## src/common/adcp_pkg.sv

```systemverilog
// Summary of operation
// - control byte bits 7,6 = 1,0 selects the internal conversion clock
// - internal clock conversion takes a fixed 3.6 us, no host clock needed
// - control byte bits 7,6 = 1,1 clocks conversion from the external clock
// - chip select high: clock, write, read ignored, data pins high-Z
// - a write cycle captures the control byte from all eight data pins
// - byte: 7,6 power mode, 5 acquire, 4 input config, 3 polarity, 2-0 channel
// - result is straight binary when unipolar, two's complement when bipolar
// - low byte read drives result bits 7-0 on data pins 7-0
// - high byte read: bits 9,8 on pins 1,0; pins 7-2 zero or bit 9
// - single-ended: channel n against common return; 4-7 on wide variant only
// - pseudo-differential: bits 2,1 pick pair, bit 0 picks positive input
// - power-on reset enters external clock mode, done output high
// - power-down keeps the bus interface working but performs no conversion
// - standby wakes on the next write strobe rising edge, ready to convert
// - shutdown waits for the running conversion; write rising edge wakes it
// - power codes 00 off, 01 standby, 10 internal, 11 external; keep clock
// - acquire select 0 is internal acquisition, 1 is external acquisition
// - done output low when result ready; high on first read or new write
// - external acquisition: write with 1 starts, write with 0 converts
`default_nettype none

package adcp_pkg;
  // timing
  localparam int CLK_PERIOD_NS = 100;
  localparam int CONV_TIME_NS = 3600;
  localparam int CONV_CYC =
    (CONV_TIME_NS + CLK_PERIOD_NS - 1) / CLK_PERIOD_NS;
  localparam int EXT_CONV_TICKS = 13;
  localparam int ACQ_TICKS = 3;
  localparam int CNT_W = 6;
  // result and buffering
  localparam int RES_W = 10;
  localparam int FIFO_DEPTH = 16;
  localparam int NUM_CH = 8;
  // control byte fields
  localparam int PD_HI = 7;
  localparam int PD_LO = 6;
  localparam int ACQ_BIT = 5;
  localparam int CFG_BIT = 4;
  localparam int POL_BIT = 3;
  localparam int CH_MSB = 2;
  localparam logic [1:0] PD_FULL = 2'h0;
  localparam logic [1:0] PD_STBY = 2'h1;
  // sync bundle positions
  localparam int SY_CS = 12;
  localparam int SY_WR = 11;
  localparam int SY_RD = 10;
  localparam int SY_HB = 9;
  localparam int SY_CK = 8;
  localparam int SY_W = 13;
  // reset values
  localparam logic RESET_EXT_CLK = 1'b1;

  typedef enum logic [1:0] {
    ST_IDLE = 2'b00,
    ST_ACQ = 2'b01,
    ST_CONV = 2'b10,
    ST_PUSH = 2'b11
  } adcp_state_e;

  typedef enum logic [1:0] {
    PW_NORMAL = 2'b00,
    PW_STBY = 2'b01,
    PW_OFF = 2'b10
  } adcp_power_e;
endpackage

`default_nettype wire

```

## src/rtl/adcp_port.sv

```systemverilog
`default_nettype none

// ****************************************************************
// result buffer
// ****************************************************************
module adcp_fifo #(
  parameter int WIDTH = 11,
  parameter int DEPTH = 16
) (
  input wire logic i_clk,
  input wire logic i_rst,
  input wire logic i_in_valid,
  input wire logic [WIDTH-1:0] i_in_data,
  output logic o_in_ready,
  output logic o_out_valid,
  output logic [WIDTH-1:0] o_out_data,
  input wire logic i_out_ready
);
  localparam int AW = $clog2(DEPTH);

  if (DEPTH < 2 || (1 << AW) != DEPTH) begin : g_chk
    $error("fifo depth must be a power of two");
  end

  logic [WIDTH-1:0] mem [DEPTH];
  logic [AW-1:0] wr_ptr_reg;
  logic [AW-1:0] rd_ptr_reg;
  logic [AW:0] count_reg;
  logic push;
  logic pop;

  // honest full and empty from the word count
  assign o_in_ready = (count_reg != (AW+1)'(DEPTH));
  assign o_out_valid = (count_reg != '0);
  assign o_out_data = mem[rd_ptr_reg];
  assign push = i_in_valid && o_in_ready;
  assign pop = i_out_ready && o_out_valid;

  // storage
  always_ff @(posedge i_clk) begin
    if (push) begin
      mem[wr_ptr_reg] <= i_in_data;
    end
  end

  // pointers and count
  always_ff @(posedge i_clk) begin
    if (i_rst) begin
      wr_ptr_reg <= '0;
      rd_ptr_reg <= '0;
      count_reg <= '0;
    end else begin
      if (push) begin
        wr_ptr_reg <= wr_ptr_reg + 1'b1;
      end
      if (pop) begin
        rd_ptr_reg <= rd_ptr_reg + 1'b1;
      end
      if (push && !pop) begin
        count_reg <= count_reg + 1'b1;
      end else if (pop && !push) begin
        count_reg <= count_reg - 1'b1;
      end
    end
  end
endmodule

// ****************************************************************
// parallel control and readout port
// ****************************************************************
module adcp_port #(
  parameter int NUM_CH = adcp_pkg::NUM_CH,
  parameter int FIFO_DEPTH = adcp_pkg::FIFO_DEPTH
) (
  input wire logic i_clk,
  input wire logic i_rst,
  input wire logic i_cs_n,
  input wire logic i_wr_n,
  input wire logic i_rd_n,
  input wire logic i_high_byte_select,
  input wire logic i_conv_clk,
  input wire logic [7:0] i_data_bus_pins,
  output logic [7:0] o_data_bus_pins,
  output logic o_data_bus_pins_oe,
  output logic o_conv_done_n,
  input wire logic [adcp_pkg::RES_W-1:0] i_sample_code,
  output logic o_track,
  output logic o_converting,
  output logic o_powered,
  output logic o_ext_clk_mode,
  output logic [2:0] o_mux_pos,
  output logic [2:0] o_mux_neg,
  output logic o_mux_neg_com
);
  localparam int RW = adcp_pkg::RES_W;
  localparam int FW = RW + 1;

  if (NUM_CH != 4 && NUM_CH != 8) begin : g_chk
    $error("channel count must be 4 or 8");
  end

  // ****************************************************************
  // helpers
  // ****************************************************************
  // power code of a control byte to the state after the conversion
  function automatic adcp_pkg::adcp_power_e pd_to_power(
    input logic [1:0] pd
  );
    adcp_pkg::adcp_power_e p;
    p = adcp_pkg::PW_NORMAL;
    if (pd == adcp_pkg::PD_FULL) begin
      p = adcp_pkg::PW_OFF;
    end else if (pd == adcp_pkg::PD_STBY) begin
      p = adcp_pkg::PW_STBY;
    end
    return p;
  endfunction

  // front end code is offset binary; bipolar flips the msb
  function automatic logic [RW-1:0] fmt_result(
    input logic [RW-1:0] code,
    input logic unipolar
  );
    logic [RW-1:0] r;
    r = code;
    if (!unipolar) begin
      r[RW-1] = ~code[RW-1];
    end
    return r;
  endfunction

  // ****************************************************************
  // pin synchronisers
  // ****************************************************************
  localparam int SW = adcp_pkg::SY_W;
  logic [SW-1:0] sync1_reg;
  logic [SW-1:0] sync2_reg;

  // two flops for every pin before any logic reads it
  always_ff @(posedge i_clk) begin
    if (i_rst) begin
      sync1_reg <= {5'h1f, 8'h00};
      sync2_reg <= {5'h1f, 8'h00};
    end else begin
      sync1_reg <= {i_cs_n, i_wr_n, i_rd_n, i_high_byte_select,
                    i_conv_clk, i_data_bus_pins};
      sync2_reg <= sync1_reg;
    end
  end

  logic sel;
  logic wr_act;
  logic rd_act;
  logic ck_lvl;
  logic [7:0] data_s;
  assign sel = ~sync2_reg[adcp_pkg::SY_CS];
  // strobes and clock count only while selected
  assign wr_act = sel & ~sync2_reg[adcp_pkg::SY_WR];
  assign rd_act = sel & ~sync2_reg[adcp_pkg::SY_RD];
  assign ck_lvl = sel & sync2_reg[adcp_pkg::SY_CK];
  assign data_s = sync2_reg[7:0];

  // ****************************************************************
  // strobe edges
  // ****************************************************************
  logic wr_prev_reg;
  logic rd_prev_reg;
  logic ck_prev_reg;
  logic hbe_hold_reg;
  logic [7:0] byte_hold_reg;

  // previous levels and the byte seen while the write is low
  always_ff @(posedge i_clk) begin
    if (i_rst) begin
      wr_prev_reg <= 1'b0;
      rd_prev_reg <= 1'b0;
      ck_prev_reg <= 1'b0;
      hbe_hold_reg <= 1'b0;
      byte_hold_reg <= 8'h00;
    end else begin
      wr_prev_reg <= wr_act;
      rd_prev_reg <= rd_act;
      ck_prev_reg <= ck_lvl;
      if (wr_act) begin
        byte_hold_reg <= data_s; // all eight pins
      end
      if (rd_act) begin
        hbe_hold_reg <= sync2_reg[adcp_pkg::SY_HB];
      end
    end
  end

  logic wr_rise;
  logic rd_start;
  logic rd_end;
  logic ck_rise;
  assign wr_rise = wr_prev_reg & ~wr_act;
  assign rd_start = rd_act & ~rd_prev_reg;
  assign rd_end = rd_prev_reg & ~rd_act;
  assign ck_rise = ck_lvl & ~ck_prev_reg;

  // control byte fields
  logic [1:0] new_pd;
  logic new_acq;
  logic [2:0] new_ch;
  assign new_pd = {byte_hold_reg[adcp_pkg::PD_HI],
                   byte_hold_reg[adcp_pkg::PD_LO]};
  assign new_acq = byte_hold_reg[adcp_pkg::ACQ_BIT];
  assign new_ch = {byte_hold_reg[adcp_pkg::CH_MSB] && NUM_CH == 8,
                   byte_hold_reg[adcp_pkg::CH_MSB-1:0]};

  // ****************************************************************
  // configuration
  // ****************************************************************
  logic ext_clk_reg;
  logic unipolar_reg;

  // clock source kept through power-down codes
  always_ff @(posedge i_clk) begin
    if (i_rst) begin
      ext_clk_reg <= adcp_pkg::RESET_EXT_CLK;
      unipolar_reg <= 1'b1;
    end else if (wr_rise) begin
      if (new_pd[1]) begin
        ext_clk_reg <= new_pd[0];
      end
      unipolar_reg <= byte_hold_reg[adcp_pkg::POL_BIT];
    end
  end

  // input multiplexer selection
  always_ff @(posedge i_clk) begin
    if (i_rst) begin
      o_mux_pos <= 3'h0;
      o_mux_neg <= 3'h0;
      o_mux_neg_com <= 1'b1;
    end else if (wr_rise) begin
      if (byte_hold_reg[adcp_pkg::CFG_BIT]) begin
        o_mux_pos <= new_ch;
        o_mux_neg <= new_ch;
        o_mux_neg_com <= 1'b1;
      end else begin
        o_mux_pos <= new_ch;
        o_mux_neg <= {new_ch[2:1], ~new_ch[0]};
        o_mux_neg_com <= 1'b0;
      end
    end
  end

  // ****************************************************************
  // acquisition and conversion sequencer
  // ****************************************************************
  adcp_pkg::adcp_state_e st_reg;
  adcp_pkg::adcp_power_e power_reg;
  adcp_pkg::adcp_power_e pend_reg;
  logic acq_ext_reg;
  logic [adcp_pkg::CNT_W-1:0] cnt_reg;
  logic [RW-1:0] samp_reg;
  logic tick;
  logic [adcp_pkg::CNT_W-1:0] conv_last;
  logic fifo_in_valid;
  logic fifo_in_ready;
  logic [FW-1:0] fifo_in_data;
  logic push_done;

  // internal clock steps every cycle, else the external clock
  assign tick = ext_clk_reg ? ck_rise : 1'b1;
  assign conv_last = ext_clk_reg ?
    adcp_pkg::CNT_W'(adcp_pkg::EXT_CONV_TICKS - 1) :
    adcp_pkg::CNT_W'(adcp_pkg::CONV_CYC - 1);
  assign fifo_in_valid = (st_reg == adcp_pkg::ST_PUSH);
  assign fifo_in_data = {unipolar_reg,
                         fmt_result(samp_reg, unipolar_reg)};
  assign push_done = fifo_in_valid && fifo_in_ready;

  // a write wakes the part and steers the sequence
  always_ff @(posedge i_clk) begin
    if (i_rst) begin
      st_reg <= adcp_pkg::ST_IDLE;
      power_reg <= adcp_pkg::PW_NORMAL;
      pend_reg <= adcp_pkg::PW_NORMAL;
      acq_ext_reg <= 1'b0;
      cnt_reg <= '0;
    end else if (wr_rise) begin
      power_reg <= adcp_pkg::PW_NORMAL;
      pend_reg <= pd_to_power(new_pd);
      unique case (st_reg)
        adcp_pkg::ST_IDLE: begin
          st_reg <= adcp_pkg::ST_ACQ;
          acq_ext_reg <= new_acq;
          cnt_reg <= '0;
        end
        adcp_pkg::ST_ACQ: begin
          if (acq_ext_reg && !new_acq) begin
            st_reg <= adcp_pkg::ST_CONV;
            cnt_reg <= '0;
          end
        end
        adcp_pkg::ST_CONV, adcp_pkg::ST_PUSH: begin
          st_reg <= st_reg; // running conversion completes
        end
      endcase
    end else begin
      unique case (st_reg)
        adcp_pkg::ST_IDLE: begin
          st_reg <= adcp_pkg::ST_IDLE; // no conversion while down
        end
        adcp_pkg::ST_ACQ: begin
          if (!acq_ext_reg && tick) begin
            if (cnt_reg ==
                adcp_pkg::CNT_W'(adcp_pkg::ACQ_TICKS - 1)) begin
              st_reg <= adcp_pkg::ST_CONV;
              cnt_reg <= '0;
            end else begin
              cnt_reg <= cnt_reg + 1'b1;
            end
          end
        end
        adcp_pkg::ST_CONV: begin
          if (tick) begin
            if (cnt_reg == conv_last) begin
              st_reg <= adcp_pkg::ST_PUSH;
            end else begin
              cnt_reg <= cnt_reg + 1'b1;
            end
          end
        end
        adcp_pkg::ST_PUSH: begin
          if (fifo_in_ready) begin
            st_reg <= adcp_pkg::ST_IDLE;
            power_reg <= pend_reg; // power down after the result
          end
        end
      endcase
    end
  end

  // hold the sample taken as acquisition ends
  always_ff @(posedge i_clk) begin
    if (i_rst) begin
      samp_reg <= '0;
    end else if (st_reg == adcp_pkg::ST_ACQ) begin
      samp_reg <= i_sample_code;
    end
  end

  // ****************************************************************
  // result buffer and readout
  // ****************************************************************
  logic fifo_out_valid;
  logic [FW-1:0] fifo_out_data;
  logic fifo_pop;
  logic done_reg;
  logic [RW-1:0] head;
  logic head_uni;

  // pop once the high byte has been read
  assign fifo_pop = rd_end && hbe_hold_reg;
  assign head = fifo_out_data[RW-1:0];
  assign head_uni = fifo_out_data[RW];

  adcp_fifo #(
    .WIDTH(FW),
    .DEPTH(FIFO_DEPTH)
  ) u_fifo (
    .i_clk(i_clk),
    .i_rst(i_rst),
    .i_in_valid(fifo_in_valid),
    .i_in_data(fifo_in_data),
    .o_in_ready(fifo_in_ready),
    .o_out_valid(fifo_out_valid),
    .o_out_data(fifo_out_data),
    .i_out_ready(fifo_pop)
  );

  // result ready flag; a new result wins over a clear
  always_ff @(posedge i_clk) begin
    if (i_rst) begin
      done_reg <= 1'b0;
    end else if (push_done) begin
      done_reg <= 1'b1;
    end else if (rd_start || wr_rise) begin
      done_reg <= 1'b0;
    end
  end

  // data pins driven only during a selected read
  always_ff @(posedge i_clk) begin
    if (i_rst) begin
      o_data_bus_pins <= 8'h00;
      o_data_bus_pins_oe <= 1'b0;
    end else begin
      o_data_bus_pins_oe <= rd_act;
      if (sync2_reg[adcp_pkg::SY_HB]) begin
        o_data_bus_pins <= {{6{head[RW-1] & ~head_uni}},
                            head[RW-1:8]};
      end else begin
        o_data_bus_pins <= head[7:0];
      end
    end
  end

  // status outputs
  always_ff @(posedge i_clk) begin
    if (i_rst) begin
      o_conv_done_n <= 1'b1;
      o_track <= 1'b0;
      o_converting <= 1'b0;
      o_powered <= 1'b1;
      o_ext_clk_mode <= adcp_pkg::RESET_EXT_CLK;
    end else begin
      o_conv_done_n <= ~done_reg;
      o_track <= (st_reg == adcp_pkg::ST_ACQ);
      o_converting <= (st_reg == adcp_pkg::ST_CONV);
      o_powered <= (power_reg == adcp_pkg::PW_NORMAL);
      o_ext_clk_mode <= ext_clk_reg;
    end
  end
endmodule

`default_nettype wire

```

## config.mk

```make
export PLATFORM = sky130hd
export DESIGN_NAME = adcp_port
export DESIGN_NICKNAME = d
export VERILOG_FILES = /design/src/common/adcp_pkg.sv /design/src/rtl/adcp_port.sv
export SDC_FILE = /design/constraint.sdc
export NUM_CORES = 1
export LEC_CHECK = 0
export ABC_CLOCK_PERIOD_IN_PS = 7800
export BUFFER_PORTS_ARGS = -buffer_cell sky130_fd_sc_hd__buf_2
export CAP_MARGIN = 20
export CORE_ASPECT_RATIO = 1.25
export CORE_MARGIN = 5
export CORE_UTILIZATION = 60
export DETAILED_ROUTE_END_ITERATION = 6
export PLACE_DENSITY = 0.78
export SLEW_MARGIN = 20
export SYNTH_ARGS = -nofsm -noshare
export SYNTH_HDL_FRONTEND = slang
export SYNTH_SLANG_ARGS = --single-unit
```

## constraint.sdc

```tcl
create_clock -name i_clk -period 7.8 [get_ports i_clk]
set_clock_uncertainty 0.15 [all_clocks]
set_input_delay 0 -clock i_clk [delete_from_list [all_inputs] [get_ports i_clk]]
set_output_delay 0 -clock i_clk [all_outputs]
set_load 0.03 [all_outputs]
```

==> metrics.log <==
[metrics] via/cell ratio: approximately 6
[metrics] largest stage delay on the critical path: 0.59 ns
[metrics] DR WL met3: 1.169 mm
[metrics] count of buffers added by post-CTS timing repair for setup: 0
[metrics] net count after synthesis: 712
[metrics] first-pass GRT wire length: between 30 and 40 mm
[metrics] worst path setup slack after routing: ~4.3 ns
[metrics] final global-route overflow total: 0
[metrics] Synth Flop Type: sky130_fd_sc_hd__edfxtp_1
[metrics] sequential fraction of the synthesis area: between 60% and 70%
[metrics] number of slew-limit violations in the final report: 0
[metrics] die area: between 20,000 and 25,000 um^2
[metrics] RSZ-0062 raised after global routing: no
[metrics] outcome: complete, no violations
[metrics] total count of hold-check failures in the final report: 0
[metrics] Min Clock Period, post-route: 3.469 ns
[metrics] detailed router's first-iteration violation count: 455
[metrics] Switching Share: around 22%
[metrics] synth-to-layout area growth: 14.00%
[metrics] RD Place Congestion: approximately 0.77
[metrics] top fanout value on the critical path: 6
[metrics] LEAKAGE: 4.132 nW
[metrics] post-synthesis cell type with the largest combined area: sky130_fd_sc_hd__edfxtp_1
[metrics] total routing resource utilization after global routing: 22.17%
[metrics] Routed met1 length: about 8 mm
[metrics] number of fill cells in the layout: ~1,100
[metrics] vias in the first global route: around 6,300
[metrics] placement row count: between 50 and 60
[metrics] timing startpoint of the critical path: u_fifo.count_reg[0]
[metrics] Wirelength per Cell: 22.27 um
[metrics] residual DRC count: 0
[metrics] internal power component: ~2.4 mW
[metrics] worst-margin pin slew: between 1 and 1.5 ns
[metrics] highest routing layer actually used: met4
[metrics] synth warn: 0
[metrics] Final Net Count: just under 800
[metrics] maximum achievable frequency: 288.3 MHz
[metrics] ANT cells: 0
[metrics] Die Height: between 150 and 200 um
[metrics] number of distinct library cell variants in the gate-level netlist after synthesis: 56
[metrics] share of post-route cells with drive strength above 1: 21.83%
[metrics] top area cells in the synthesized netlist: sky130_fd_sc_hd__edfxtp_1 (50%), sky130_fd_sc_hd__dfxtp_1 (19%), sky130_fd_sc_hd__mux4_2 (9.9%)
[metrics] capturing element type of the critical path: register
[metrics] final core utilization: roughly 69%
[metrics] total setup violations reported at the end of the flow: 0
[metrics] VDD IR max: between 0.15 and 0.2 mV
[metrics] vias after detailed routing: slightly below 6,000
[metrics] power density of the placed cells: ~260 nW/um^2
[metrics] # IOs: 46
[metrics] number of buffers between clock root and the deepest sink: 3
[metrics] sequential cell fraction of total power: 53.9%
[metrics] RR Startpoint: u_fifo.count_reg[0]
[metrics] startpoint class of the critical path: register
[metrics] critical path, cell by cell: or4_1 -> o2111ai_1 -> ha_1 -> inv_1 -> fa_1 -> a21o_1 -> a21oi_1 -> xnor2_1 -> or3_1 -> a21oi_1
[metrics] source-to-sink clock delay at the later pin of the worst-skew pair: about 0.52 ns
[metrics] mean instance size in the synthesized netlist: around 16 um^2
[metrics] worst slew slack as a fraction of its limit: 28.06%
[metrics] top cell type's share of synthesized area: 50.29%
[metrics] CTS Buf Count: 26
[metrics] remaining antenna violation count after routing: 0
[metrics] type of the worst setup path: reg -> reg
[metrics] clock network fraction of design power: between 30 and 40%
[metrics] arrival time reported for the critical path endpoint: approximately 3.8 ns
[metrics] Routed Wire Length: approximately 22 mm
[metrics] cell at the root of the clock tree: sky130_fd_sc_hd__clkbuf_16
[metrics] combinational share of power: under 10%
[metrics] deepest level of the CTS H-tree: 1
[metrics] initial antenna violation count: 0
[metrics] count of clock tree sinks: roughly 280
[metrics] clock tree from TritonCTS: done
[metrics] area of the mapped netlist: about 11,000 um^2
[metrics] async set-or-reset flop fraction in the synthesized netlist: 0%
[metrics] drt pass-1 iters: 5
[metrics] synthesized netlist cell count: around 670
[metrics] switching power total: ~690 uW
[metrics] effective utilization at floorplan: between 60% and 70%
[metrics] startpoint of the worst hold path: i_rst
[metrics] Core ar.: approximately 17,000 um^2
[metrics] dpl hpwl: approximately 13 mm
[metrics] Port Buffer Count: between 40 and 50
[metrics] CP max stage cell: sky130_fd_sc_hd__or4_1
[metrics] final worst-path cycle share: 44.47%
[metrics] routed wire length on met2: about 12 mm
[metrics] most common cell type on the critical path: sky130_fd_sc_hd__a21oi_1
[metrics] register bit total from synthesis: ~280
[metrics] Required @ worst endpoint: 8.09 ns
[metrics] max reg flops: ~180
[metrics] Hold Path Class: in -> reg
[metrics] clock-pin slew on the worst setup and hold paths: roughly 0.060 ns
[metrics] register-to-register setup slack: approximately 4.3 ns
[metrics] max-capacitance violation count: 0
[metrics] maximum number of pins on one net before global-route repair: 89
[metrics] setup total negative slack: 0 ns
[metrics] die extent in x: about 130 um
[metrics] number of enable-type register cells in the synthesized netlist: roughly 180
[metrics] Post-Place Setup Slack: ~4.3 ns
[metrics] Min Hold Slack: approximately 0.020 ns
## cells in the mapped netlist, drive strengths merged, types with 14 or more instances
cell	instances
or2	14
buf	15
clkbuf	23
a21oi	30
nor2b	20
ha	15
nor2	42
mux2i	33
dfxtp	99
nand2	40
mux4	46
edfxtp	176
## power by group through the flow
stage                     combinational [mW]  sequential, mW  clock, mW
final                                  0.213            1.67       1.22
after global routing                   0.235            1.68       1.30
after CTS                              0.213            1.67       1.23
after detailed placement               0.202            1.70          0
after global placement                 0.187            1.69          0
after floorplan                        0.140            1.69          0
## final timing paths
check,to,cells past startpoint
worst max register to register,u_fifo.count_reg[4],10
worst min-delay path,samp_reg[8],3
worst max-delay path,u_fifo.count_reg[4],10
worst min register to register,sync2_reg[9],1
## cell families (layout without fill, tap and decap cells)
| kind of cell | Yosys count | in the layout | share of synthesized area, % |
|---|---|---|---|
| flip-flops | 275 | 275 | 69.15 |
| AND/OR/NAND/NOR | 171 | 171 | 8.394 |
| multiplexers | 81 | 81 | 13.22 |
| AO/OA/AOI/OAI | 68 | 68 | 4.310 |
| buffers and inverters | 49 | 134 | 2.036 |
| adder cells (fa/ha/maj) | 16 | 16 | 1.976 |
| XOR/XNOR | 11 | 11 | 0.9168 |
## routing by layer
metal | vias up | track usage, %
li1 | 2669 | -
met1 | 2964 | 25.85
met2 | 193 | 41.97
met3 | 40 | 3.409
met4 | 0 | 6.572
met5 | - | 0
## per-stage QoR
step | area [um^2] | std cells | total power, mW
after floorplan | 10510 | 671 | 1.829
after global placement | 10900 | 909 | 1.881
after CTS | 11980 | 980 | 3.115
final | 11980 | 980 | 3.099
after global routing | 11980 | 980 | 3.212
after detailed placement | 10900 | 909 | 1.903
## cells in the final DEF, fill, tap and decap left out, types with 3 or more instances in the layout
cell / synthesis / routed
sky130_fd_sc_hd__or3_1: 5 / 5
sky130_fd_sc_hd__mux2i_1: 33 / 33
sky130_fd_sc_hd__xnor2_1: 7 / 7
sky130_fd_sc_hd__dlygate4sd3_1: 0 / 23
sky130_fd_sc_hd__clkbuf_16: 0 / 28
sky130_fd_sc_hd__nor3_1: 7 / 7
sky130_fd_sc_hd__a21oi_1: 30 / 30
sky130_fd_sc_hd__or4_1: 7 / 7
sky130_fd_sc_hd__inv_1: 11 / 12
sky130_fd_sc_hd__o221ai_1: 6 / 6
sky130_fd_sc_hd__xor2_1: 4 / 4
sky130_fd_sc_hd__a31oi_1: 3 / 3
sky130_fd_sc_hd__clkinv_2: 0 / 8
sky130_fd_sc_hd__and4_1: 5 / 5
sky130_fd_sc_hd__nand4_1: 4 / 4
sky130_fd_sc_hd__or2_2: 13 / 13
sky130_fd_sc_hd__buf_4: 4 / 7
sky130_fd_sc_hd__and2_1: 4 / 4
sky130_fd_sc_hd__mux4_2: 46 / 46
sky130_fd_sc_hd__dfxtp_1: 99 / 98
sky130_fd_sc_hd__clkbuf_8: 0 / 5
sky130_fd_sc_hd__nor2b_1: 20 / 20
sky130_fd_sc_hd__nand2_1: 40 / 40
sky130_fd_sc_hd__nand3_1: 6 / 6
sky130_fd_sc_hd__edfxtp_1: 176 / 176
sky130_fd_sc_hd__buf_2: 6 / 45
sky130_fd_sc_hd__and3_1: 7 / 7
sky130_fd_sc_hd__o21ai_0: 8 / 8
sky130_fd_sc_hd__ha_1: 15 / 14
sky130_fd_sc_hd__nor2_1: 42 / 42
## critical path, delay by kind of cell, from the launching register on
family | cells | cell delay, ns
flip-flops | 1 | 0.35
buffers and inverters | 1 | 0.12
AO/OA/AOI/OAI | 4 | 1.01
XOR/XNOR | 1 | 0.10
AND/OR/NAND/NOR | 2 | 0.90
adder cells (fa/ha/maj) | 2 | 0.77
## area by class of cell
| class | instances | area (um^2) | share of cell area (%) |
|---|---|---|---|
| Multi-Input combinational cell | 347 | 3035 | 25.34 |
| Inverter | 11 | 41.29 | 0.3446 |
| Sequential cell | 275 | 7268 | 60.67 |
| Tap cell | 224 | 280.3 | 2.339 |
| Clock buffer | 35 | 777.0 | 6.486 |
| Clock inverter | 13 | 70.07 | 0.5849 |
| Timing Repair Buffer | 75 | 508.0 | 4.240 |
## what timing repair did
action	in CTS	in global routing
gates resized for setup	0	0
hold endpoints to repair	23	0
hold buffers	23	0
(Power assumes the default switching activity.)
